===== config.mk =====
export PLATFORM = sky130hd
export DESIGN_NAME = pcf_core
export DESIGN_NICKNAME = d
export VERILOG_FILES = /design/src/core/pcf_pkg.sv /design/src/core/pcf_core.sv
export SDC_FILE = /design/constraint.sdc
export NUM_CORES = 1
export LEC_CHECK = 0
export BUFFER_PORTS_ARGS = -buffer_cell sky130_fd_sc_hd__buf_2
export CAP_MARGIN = 25
export CORE_ASPECT_RATIO = 1.5
export CORE_MARGIN = 2
export CORE_UTILIZATION = 45
export CTS_CLUSTER_SIZE = 40
export DETAILED_ROUTE_END_ITERATION = 6
export PLACE_DENSITY = 0.74
export SLEW_MARGIN = 0
export SYNTH_ARGS = -nofsm -noshare
export SYNTH_HDL_FRONTEND = slang
export SYNTH_SLANG_ARGS = --single-unit

===== constraint.sdc =====
create_clock -name clk_i -period 6.5 [get_ports clk_i]
set_clock_uncertainty 0.05 [all_clocks]
set_input_delay 0 -clock clk_i [delete_from_list [all_inputs] [get_ports clk_i]]
set_output_delay 0 -clock clk_i [all_outputs]
set_load 0.01 [all_outputs]

===== src/core/pcf_pkg.sv =====
/*
 Constants for the program-pointer and condition-flag block.
 Assumes a decoder that supplies one-cycle operation strobes on one clock.
*/
// Contract
// - Hold 16-bit pointer to next fetch byte
// - Pointer advances by one per fetch
// - Change of flow loads non-sequential target
// - Reset loads pointer from vector FFFE/FFFF
// - Flags 8 bits, bits 6,5 read 1
// - Bit 7 overflow on two's complement overflow
// - Bit 4 half-carry from add bit 3
// - Decimal adjust uses half-carry and carry
// - Mask bit 3 set blocks maskable interrupts
// - Mask set after stacking, before service code
// - No interrupt at boundary after mask clear
// - Bit 2 negative when result bit 7 set
// - Load/store sets negative from value MSB
// - Bit 1 zero when result is zero
// - Load/store sets zero when value zero
// - Bit 0 carry on add carry or borrow
// - Bit-test, shift, rotate also set carry
// - Entry stacks low, high, index, acc, flags
package pcf_pkg;
   // Reset vector addresses
   localparam logic [15:0] VEC_HI_ADDR = 16'hFFFE;
   localparam logic [15:0] VEC_LO_ADDR = 16'hFFFF;
   // Flag bit positions
   localparam int FLG_V = 7;
   localparam int FLG_H = 4;
   localparam int FLG_I = 3;
   localparam int FLG_N = 2;
   localparam int FLG_Z = 1;
   localparam int FLG_C = 0;
   // Bits that always read 1
   localparam logic [7:0] FLG_ONES = 8'h60;
   // Flags at reset: mask set
   localparam logic [7:0] FLG_RST = 8'h68;
   // ALU operation codes
   typedef enum logic [3:0] {
      PCF_OP_NONE = 4'h0,
      PCF_OP_ADD  = 4'h1,
      PCF_OP_ADC  = 4'h2,
      PCF_OP_SUB  = 4'h3,
      PCF_OP_SBC  = 4'h4,
      PCF_OP_LOGIC = 4'h5,
      PCF_OP_LDST = 4'h6,
      PCF_OP_SHIFT = 4'h7,
      PCF_OP_DAA  = 4'h8,
      PCF_OP_BTST = 4'h9
   } pcf_op_e;
   // Sequencer states
   typedef enum logic [3:0] {
      PCF_ST_VHI  = 4'h0,
      PCF_ST_VLO  = 4'h1,
      PCF_ST_RUN  = 4'h2,
      PCF_ST_PUSH = 4'h3,
      PCF_ST_IVHI = 4'h4,
      PCF_ST_IVLO = 4'h5
   } pcf_st_e;
   // Count value of the last of the five bytes stacked on interrupt entry
   localparam logic [2:0] PUSH_LAST = 3'h4;
endpackage


===== src/core/pcf_core.sv =====
/*
 Program pointer and condition-flag logic of an 8-bit CPU.
 Assumes memory read data arrive one cycle after a read strobe,
 writes complete in one cycle, and the decoder pulses op strobes.
*/
`timescale 1ns/100ps
module pcf_core (
   input wire logic clk_i,                      // Core clock
   input wire logic sys_rst_i,                  // Sync reset, high
   input wire logic fetch_i,                    // Byte fetched at pointer
   input wire logic flow_i,                     // Change of flow strobe
   input wire logic [15:0] flow_addr_i,         // Change of flow target
   input wire logic boundary_i,                 // Instruction boundary
   input wire logic irq_i,                      // Maskable request level
   input wire logic [15:0] irq_vec_addr_i,      // Vector address, high byte
   input wire logic [15:0] stack_ptr_i,         // Stack pointer for pushes
   input wire logic [7:0] index_low_i,          // Index low byte
   input wire logic [7:0] acc_i,                // Accumulator value
   input wire pcf_pkg::pcf_op_e op_i,           // ALU flag operation
   input wire logic [7:0] opa_i,                // Operand A
   input wire logic [7:0] opb_i,                // Operand B
   input wire logic wide_i,                     // Load/store is 16 bit
   input wire logic [15:0] ldst_val_i,          // Load/store value
   input wire logic shift_c_i,                  // Carry from shift/bit test
   input wire logic shift_v_i,                  // Overflow from shift
   input wire logic mask_clear_op_i,            // Clear interrupt mask
   input wire logic mask_set_op_i,              // Set interrupt mask
   input wire logic flags_wr_i,                 // Transfer into flags
   input wire logic [7:0] flags_wdata_i,        // Value to transfer
   input wire logic [7:0] mem_rdata_i,          // Memory read data
   output logic [15:0] next_fetch_pointer_o,    // Pointer value
   output logic [7:0] condition_flags_o,        // Flag register
   output logic [7:0] result_o,                 // ALU byte result
   output logic [15:0] mem_addr_o,              // Sequencer memory address
   output logic mem_rd_o,                       // Sequencer read strobe
   output logic mem_wr_o,                       // Sequencer write strobe
   output logic [7:0] mem_wdata_o,              // Stacked byte
   output logic busy_o,                         // Sequencer owns the bus
   output logic irq_taken_o                     // Interrupt accepted pulse
);
   import pcf_pkg::*;

   // Whole state of the block
   typedef struct packed {
      pcf_st_e st;
      logic [15:0] pc;
      logic [7:0] flg;
      logic [7:0] res;
      logic [2:0] cnt;
      logic [15:0] addr;
      logic rd;
      logic wr;
      logic [7:0] wdata;
      logic inhibit;
      logic taken;
      logic [15:0] vec;
   } pcf_state_s;

   pcf_state_s cur_ff;
   pcf_state_s nxt_cur;

   // Next state logic
   always_comb begin
      logic [8:0] sum;
      logic [4:0] low;
      logic [7:0] adj;
      logic cin;
      logic sub;
      logic [7:0] b;
      logic [7:0] push_byte;
      nxt_cur = cur_ff;
      sum = 9'h000;
      low = 5'h00;
      adj = 8'h00;
      cin = 1'b0;
      sub = 1'b0;
      b = 8'h00;
      push_byte = 8'h00;
      nxt_cur.rd = 1'b0;
      nxt_cur.wr = 1'b0;
      nxt_cur.taken = 1'b0;
      unique case (cur_ff.st)
         // Fetch vector high byte after reset; cnt tracks strobe then data
         PCF_ST_VHI: begin
            nxt_cur.cnt = cur_ff.cnt + 3'h1;
            if (cur_ff.cnt == 3'h0) begin
               // Issue the first vector read
               nxt_cur.addr = VEC_HI_ADDR;
               nxt_cur.rd = 1'b1;
            end else if (cur_ff.cnt == 3'h2) begin
               // Data stand one cycle after the strobe, not with it
               nxt_cur.pc[15:8] = mem_rdata_i;
               // Low byte read goes out on the same edge
               nxt_cur.addr = VEC_LO_ADDR;
               nxt_cur.rd = 1'b1;
               nxt_cur.cnt = 3'h1;
               nxt_cur.st = PCF_ST_VLO;
            end
         end
         // Vector low byte, then run
         PCF_ST_VLO: begin
            nxt_cur.cnt = cur_ff.cnt + 3'h1;
            if (cur_ff.cnt == 3'h2) begin
               // Low byte arrives; pointer complete
               nxt_cur.pc[7:0] = mem_rdata_i;
               nxt_cur.cnt = 3'h0;
               nxt_cur.st = PCF_ST_RUN;
            end
         end
         // Normal execution
         PCF_ST_RUN: begin
            if (flow_i) begin
               nxt_cur.pc = flow_addr_i;
            end else if (fetch_i) begin
               nxt_cur.pc = cur_ff.pc + 16'h0001;
            end
            // Accept at boundary when unmasked and not inhibited
            if (boundary_i && irq_i && !cur_ff.flg[FLG_I]
                  && !cur_ff.inhibit) begin
               nxt_cur.st = PCF_ST_PUSH;
               nxt_cur.cnt = 3'h0;
               nxt_cur.vec = irq_vec_addr_i;
               nxt_cur.taken = 1'b1;
            end
            if (boundary_i) begin
               nxt_cur.inhibit = 1'b0;
            end
         end
         // Program pointer low and high bytes, index, acc, flags
         PCF_ST_PUSH: begin
            unique case (cur_ff.cnt)
               3'h0: push_byte = cur_ff.pc[7:0];
               3'h1: push_byte = cur_ff.pc[15:8];
               3'h2: push_byte = index_low_i;
               3'h3: push_byte = acc_i;
               default: push_byte = cur_ff.flg | FLG_ONES;
            endcase
            nxt_cur.wdata = push_byte;
            nxt_cur.addr = stack_ptr_i - {13'h0000, cur_ff.cnt};
            nxt_cur.wr = 1'b1;
            nxt_cur.cnt = cur_ff.cnt + 3'h1;
            if (cur_ff.cnt == PUSH_LAST) begin
               nxt_cur.flg[FLG_I] = 1'b1;
               // Vector fetch restarts its own count
               nxt_cur.cnt = 3'h0;
               nxt_cur.st = PCF_ST_IVHI;
            end
         end
         // Interrupt vector high byte, same strobe-then-data pattern
         PCF_ST_IVHI: begin
            nxt_cur.cnt = cur_ff.cnt + 3'h1;
            if (cur_ff.cnt == 3'h0) begin
               // Issue the vector read
               nxt_cur.addr = cur_ff.vec;
               nxt_cur.rd = 1'b1;
            end else if (cur_ff.cnt == 3'h2) begin
               // High byte taken the cycle after the strobe
               nxt_cur.pc[15:8] = mem_rdata_i;
               nxt_cur.addr = cur_ff.vec + 16'h0001;
               nxt_cur.rd = 1'b1;
               nxt_cur.cnt = 3'h1;
               nxt_cur.st = PCF_ST_IVLO;
            end
         end
         // Interrupt vector low byte
         PCF_ST_IVLO: begin
            nxt_cur.cnt = cur_ff.cnt + 3'h1;
            if (cur_ff.cnt == 3'h2) begin
               // Service routine start complete
               nxt_cur.pc[7:0] = mem_rdata_i;
               nxt_cur.cnt = 3'h0;
               nxt_cur.st = PCF_ST_RUN;
            end
         end
         default: begin
            // Illegal code: restart the vector fetch cleanly
            nxt_cur.st = PCF_ST_VHI;
            nxt_cur.cnt = 3'h0;
         end
      endcase

      // Flag updates; unlisted flags hold
      if (cur_ff.st == PCF_ST_RUN) begin
         sub = (op_i == PCF_OP_SUB) || (op_i == PCF_OP_SBC);
         cin = ((op_i == PCF_OP_ADC) || (op_i == PCF_OP_SBC)) && cur_ff.flg[FLG_C];
         b = sub ? ~opb_i : opb_i;
         unique case (op_i)
            // Add, add with carry
            PCF_OP_ADD, PCF_OP_ADC: begin
               sum = {1'b0, opa_i} + {1'b0, opb_i} + {8'h00, cin};
               low = {1'b0, opa_i[3:0]} + {1'b0, opb_i[3:0]} + {4'h0, cin};
               nxt_cur.flg[FLG_H] = low[4];
               nxt_cur.flg[FLG_C] = sum[8];
               nxt_cur.flg[FLG_V] = (opa_i[7] == opb_i[7]) && (sum[7] != opa_i[7]);
               nxt_cur.res = sum[7:0];
               nxt_cur.flg[FLG_N] = sum[7];
               nxt_cur.flg[FLG_Z] = (sum[7:0] == 8'h00);
            end
            // Subtract, subtract with borrow
            PCF_OP_SUB, PCF_OP_SBC: begin
               sum = {1'b0, opa_i} + {1'b0, b} + {8'h00, ~cin};
               nxt_cur.flg[FLG_C] = ~sum[8];
               nxt_cur.flg[FLG_V] = (opa_i[7] != opb_i[7]) && (sum[7] != opa_i[7]);
               nxt_cur.res = sum[7:0];
               nxt_cur.flg[FLG_N] = sum[7];
               nxt_cur.flg[FLG_Z] = (sum[7:0] == 8'h00);
            end
            // Logic result in operand A; overflow cleared
            PCF_OP_LOGIC: begin
               nxt_cur.res = opa_i;
               nxt_cur.flg[FLG_V] = 1'b0;
               nxt_cur.flg[FLG_N] = opa_i[7];
               nxt_cur.flg[FLG_Z] = (opa_i == 8'h00);
            end
            // Plain load or store
            PCF_OP_LDST: begin
               nxt_cur.res = ldst_val_i[7:0];
               nxt_cur.flg[FLG_V] = 1'b0;
               nxt_cur.flg[FLG_N] = wide_i ? ldst_val_i[15] : ldst_val_i[7];
               nxt_cur.flg[FLG_Z] = wide_i ? (ldst_val_i == 16'h0000)
                                           : (ldst_val_i[7:0] == 8'h00);
            end
            // Shift or rotate result in operand A
            PCF_OP_SHIFT: begin
               nxt_cur.res = opa_i;
               nxt_cur.flg[FLG_C] = shift_c_i;
               nxt_cur.flg[FLG_V] = shift_v_i;
               nxt_cur.flg[FLG_N] = opa_i[7];
               nxt_cur.flg[FLG_Z] = (opa_i == 8'h00);
            end
            // Bit test and branch: only carry
            PCF_OP_BTST: begin
               nxt_cur.flg[FLG_C] = shift_c_i;
            end
            // Decimal adjust of previous sum in operand A
            PCF_OP_DAA: begin
               if (cur_ff.flg[FLG_H] || (opa_i[3:0] > 4'h9)) begin
                  adj[3:0] = 4'h6;
               end
               if (cur_ff.flg[FLG_C] || (opa_i > 8'h99)) begin
                  adj[7:4] = 4'h6;
               end
               sum = {1'b0, opa_i} + {1'b0, adj};
               nxt_cur.res = sum[7:0];
               nxt_cur.flg[FLG_C] = cur_ff.flg[FLG_C] | sum[8] | adj[6];
               nxt_cur.flg[FLG_N] = sum[7];
               nxt_cur.flg[FLG_Z] = (sum[7:0] == 8'h00);
            end
            default: begin
               nxt_cur.res = cur_ff.res;
            end
         endcase
         // Direct transfer into flags
         if (flags_wr_i) begin
            nxt_cur.flg = flags_wdata_i;
            if (cur_ff.flg[FLG_I] && !flags_wdata_i[FLG_I]) begin
               nxt_cur.inhibit = 1'b1;
            end
         end
         // Mask set and clear operations
         if (mask_set_op_i) begin
            nxt_cur.flg[FLG_I] = 1'b1;
         end else if (mask_clear_op_i) begin
            nxt_cur.flg[FLG_I] = 1'b0;
            if (cur_ff.flg[FLG_I]) begin
               nxt_cur.inhibit = 1'b1;
            end
         end
      end
      nxt_cur.flg = nxt_cur.flg | FLG_ONES;
   end

   // State register
   always_ff @(posedge clk_i) begin
      if (sys_rst_i) begin
         cur_ff <= '{st: PCF_ST_VHI, pc: 16'h0000, flg: FLG_RST, res: 8'h00,
                     cnt: 3'h0, addr: 16'h0000, rd: 1'b0, wr: 1'b0,
                     wdata: 8'h00, inhibit: 1'b0, taken: 1'b0, vec: 16'h0000};
      end else begin
         cur_ff <= nxt_cur;
      end
   end

   // Outputs from state
   assign next_fetch_pointer_o = cur_ff.pc;
   assign condition_flags_o = cur_ff.flg | FLG_ONES;
   assign result_o = cur_ff.res;
   assign mem_addr_o = cur_ff.addr;
   assign mem_rd_o = cur_ff.rd;
   assign mem_wr_o = cur_ff.wr;
   assign mem_wdata_o = cur_ff.wdata;
   assign busy_o = (cur_ff.st != PCF_ST_RUN);
   assign irq_taken_o = cur_ff.taken;
endmodule // pcf_core


==> flow_summary.toml <==
[die]
initial_utilization_pct = 45.9
die-width_um = 103
rows = 54
fp.coreArea_mm2 = 0.0145
ioPinCount = 188
die_area_mm2 = 0.0158
fp.dieH_um = 153

[grt]
global_route.usage.total_pct = 25.9
grt_pass1_wl_mm = 32.6
grt_max_degree = 83
via_count_of_the_first_global_routing_pass = 6618
grt_overflow = 0
antenna_found_initial = 0

[clocking]
cts-buffers-inserted = 9
cts_root_buf = "sky130_fd_sc_hd__clkbuf_16"
ctsResizeCount = 0
cts_htree_levels = 3
worst_setup_hold_path_clk_slew_ps = 60
clock_tree.buffer_depth = 2
tritoncts_num_sinks = 80
clkLatencyLatePin_ps = 340
tritoncts = "done"

[timing]
setup_ws_ps = 2620
rsz0062_at_grt = "no"
min_period_over_period_pct = 59.7
achievable-frequency_mhz = 258
period_needed_ps = 3880
finalSetupViolations = 0
slew_headroom_pct = 31.7
number_of_pins_exceeding_their_max_slew_limit_in_the_final_report = 0
max_slew.worst_pin.slew_ps = 1020
whs_ps = -0.204
setup_tns_ps = 0
finalHoldViolations = 1

[critical_path]
worstSetupPathType = "register to register"
critical_path_arrival_ps = 4020
worst_path_max_delay_cell = "sky130_fd_sc_hd__nor4_1"
critPathRequiredTime_ps = 6640
cpMostUsedCell = "sky130_fd_sc_hd__inv_1"
critical_path_maximum_fanout = 4
cpPeakStageDelay_ps = 850
crit_path_end_kind = "register"
cp-startpoint = "condition_flags_o[0]"
critical_path.cell_chain = "inv_1 -> nor4_1 -> inv_1 -> fa_1 -> nand2b_1 -> a21oi_1 -> o32a_1 -> xnor2_1 -> o21ai_2 -> a2111oi_0 -> nor3_1"
critPathLaunchType = "register"
regToRegStartpoint = "condition_flags_o[0]"

[detailed_routing]
via_per_inst = 5.68
drt_pass_1_iters = 7
routed_wirelength_mm = 20.5
ant_nets = 0
detail_route.iter0.violations = 442
drc = 0
route.vias.total = 7006
detail_route.wl_per_cell_um = 16.6

[placed_design]
dp_slack_ps = 2670
io_buffer_count = 183
dp_hpwl_mm = 15.4
finalWeightedCongestion = 0.947
dpl.cell_count = 1183

[synthesis]
netlist_area_mm2 = 0.00667
ys_seq_area_share_pct = 24.0
avgSynthCellArea_um2 = 7.36
number_of_enable_flip_flop_cells_after_synthesis = 0
yosysUniqueCellTypes = 77
postSynth.asyncResetShare_pct = 0
synth-warning-count = 0
synth_ff_type = "sky130_fd_sc_hd__dfxtp_1"
flops_latches_synth = 80
netlist_instances = 906

[power]
power.density_cell_area_mw_per_mm2 = 291
power_mw = 2.28
static-leakage-power_nw = 3.23
peakVddDrop_mv = 0.148

[cells_and_area]
antenna_diode_instance_count = 0
drive_gt1_share_pct = 21.7
number_of_nets_in_the_final_layout = 1196
multi_input_area_mm2 = 0.00434
final_cell_count_no_fill = 1234
ff_latch_area_mm2 = 0.00160
area_delta_synth_final_pct = 17.9
nFillCells = 1423

[min_path]
start_point_of_the_worst_hold_path = "flags_wdata_i[0]"
type_of_the_most_critical_hold_path = "primary input to register"

[status]
status = "finished with violations"
violations = "negative hold slack"

[run]
cap_violations = 0
worst max-delay path: cells and delay by family (launching register included):
kind	cells	cell delay, ps
xor+xnor	1	210
fa+ha+maj	1	420
compound gates	4	1310
simple gates	3	1130
flops	1	390
buf+inv	2	220
timing repair:
action	in CTS	in global routing
hold buffers	36	0
buffers inserted	0	0
hold endpoints to repair	37	0
final timing paths:
kind,endpoint,slack (ps),depth (start not counted)
hold reg to reg,result_o[4],410,2
hold / removal,condition_flags_o[0],-0.2,4
setup / recovery,result_o[7],2620,11
setup reg to reg,result_o[7],2620,11
report_power, final:
part	leakage, nW	total (mW)	internal [mW]	switching (mW)
Clock	0.123	0.466	0.254	0.212
Sequential	0.652	0.732	0.605	0.127
Combinational	2.46	1.09	0.446	0.639
area by class of cell:
type,count,area share [%]
multi-input combinational,694,55.2
clock buffer,9,2.86
timing repair buffer,225,16.8
inverter,24,1.15
sequential,80,20.4
tap,196,3.12
clock inverter,6,0.477
flip-flops by register name, summed over array words and instances, names as in the netlist:
name	flops
result_o	8
mem_wdata_o	8
condition_flags_o	6
irq_taken_o	1
next_fetch_pointer_o	16
mem_rd_o	1
cur_ff	23
mem_addr_o	16
mem_wr_o	1
logic make-up (layout without fill, tap and decap cells):
family                     after synthesis  count (layout)  synth area share (%)
xor gates and xnor gates                65              65                  8.54
AOI/OAI and AO/OA                      246             246                  23.8
buffers and inverters                  133             264                  10.9
adders and majority gates               34              34                  7.06
muxes                                   12              12                  1.88
DFF                                     80              80                  24.0
other                                    1               2                0.0562
and+or+nand+nor                        335             335                  23.7
layout by cell type (no fill, tap or decap), drive strengths merged, types with 5 or more instances in the layout:
cell,instances
ha,28
xor2,26
a22oi,17
nand2b,16
and3,5
nand3,25
a211oi,17
nor2,114
nand2,94
a2111oi,5
buf,189
inv,24
xnor2,39
a31oi,6
o21ai,46
o22ai,9
nor2b,8
nor3,28
a21oi,94
dlygate4sd3,36
nand4,7
nor4,13
mux2i,8
clkbuf,9
dfxtp,80
fa,6
and2,5
cells in the mapped netlist, types with 5 or more instances:
master / n / share of area (%)
sky130_fd_sc_hd__nand3_1: 25 / 1.9
sky130_fd_sc_hd__a211oi_1: 16 / 1.8
sky130_fd_sc_hd__and2_1: 5 / 0.47
sky130_fd_sc_hd__mux2i_1: 8 / 1.2
sky130_fd_sc_hd__buf_4: 56 / 6.3
sky130_fd_sc_hd__nor3_1: 25 / 1.9
sky130_fd_sc_hd__dfxtp_1: 80 / 24
sky130_fd_sc_hd__nand4_1: 7 / 0.66
sky130_fd_sc_hd__o21ai_1: 11 / 0.83
sky130_fd_sc_hd__nand2_1: 93 / 5.2
sky130_fd_sc_hd__nor2b_1: 8 / 0.75
sky130_fd_sc_hd__a22oi_1: 17 / 1.9
sky130_fd_sc_hd__fa_1: 6 / 1.8
sky130_fd_sc_hd__nor2_1: 113 / 6.4
sky130_fd_sc_hd__nand2b_1: 16 / 1.5
sky130_fd_sc_hd__ha_1: 28 / 5.3
sky130_fd_sc_hd__o22ai_1: 9 / 0.84
sky130_fd_sc_hd__o21ai_0: 34 / 2.6
sky130_fd_sc_hd__clkbuf_1: 34 / 1.9
sky130_fd_sc_hd__xnor2_1: 39 / 5.1
sky130_fd_sc_hd__a31oi_1: 6 / 0.56
sky130_fd_sc_hd__and3_1: 5 / 0.47
sky130_fd_sc_hd__a21oi_1: 92 / 6.9
sky130_fd_sc_hd__xor2_1: 26 / 3.4
sky130_fd_sc_hd__inv_1: 23 / 1.3
sky130_fd_sc_hd__nor4_1: 12 / 1.1
sky130_fd_sc_hd__buf_2: 14 / 1.1
per-layer routing:
metal / wire [µm] / up-vias / global-route usage (%)
met5: 0 / - / 0
met4: 888 / 0 / 11.5
met3: 1180 / 48 / 3.75
met2: 10600 / 269 / 46.1
met1: 7840 / 3276 / 29.7
li1: - / 3413 / -
through the flow:
stage | utilization [%] | cell area (µm²)
after CTS | 54.1 | 7860
after detailed placement | 49.8 | 7240
final | 54.1 | 7860
after floorplan | - | 6670
after global placement | 49.8 | 7240
after global routing | 54.1 | 7860
No activity file was read; power rests on OpenSTA's default activity.
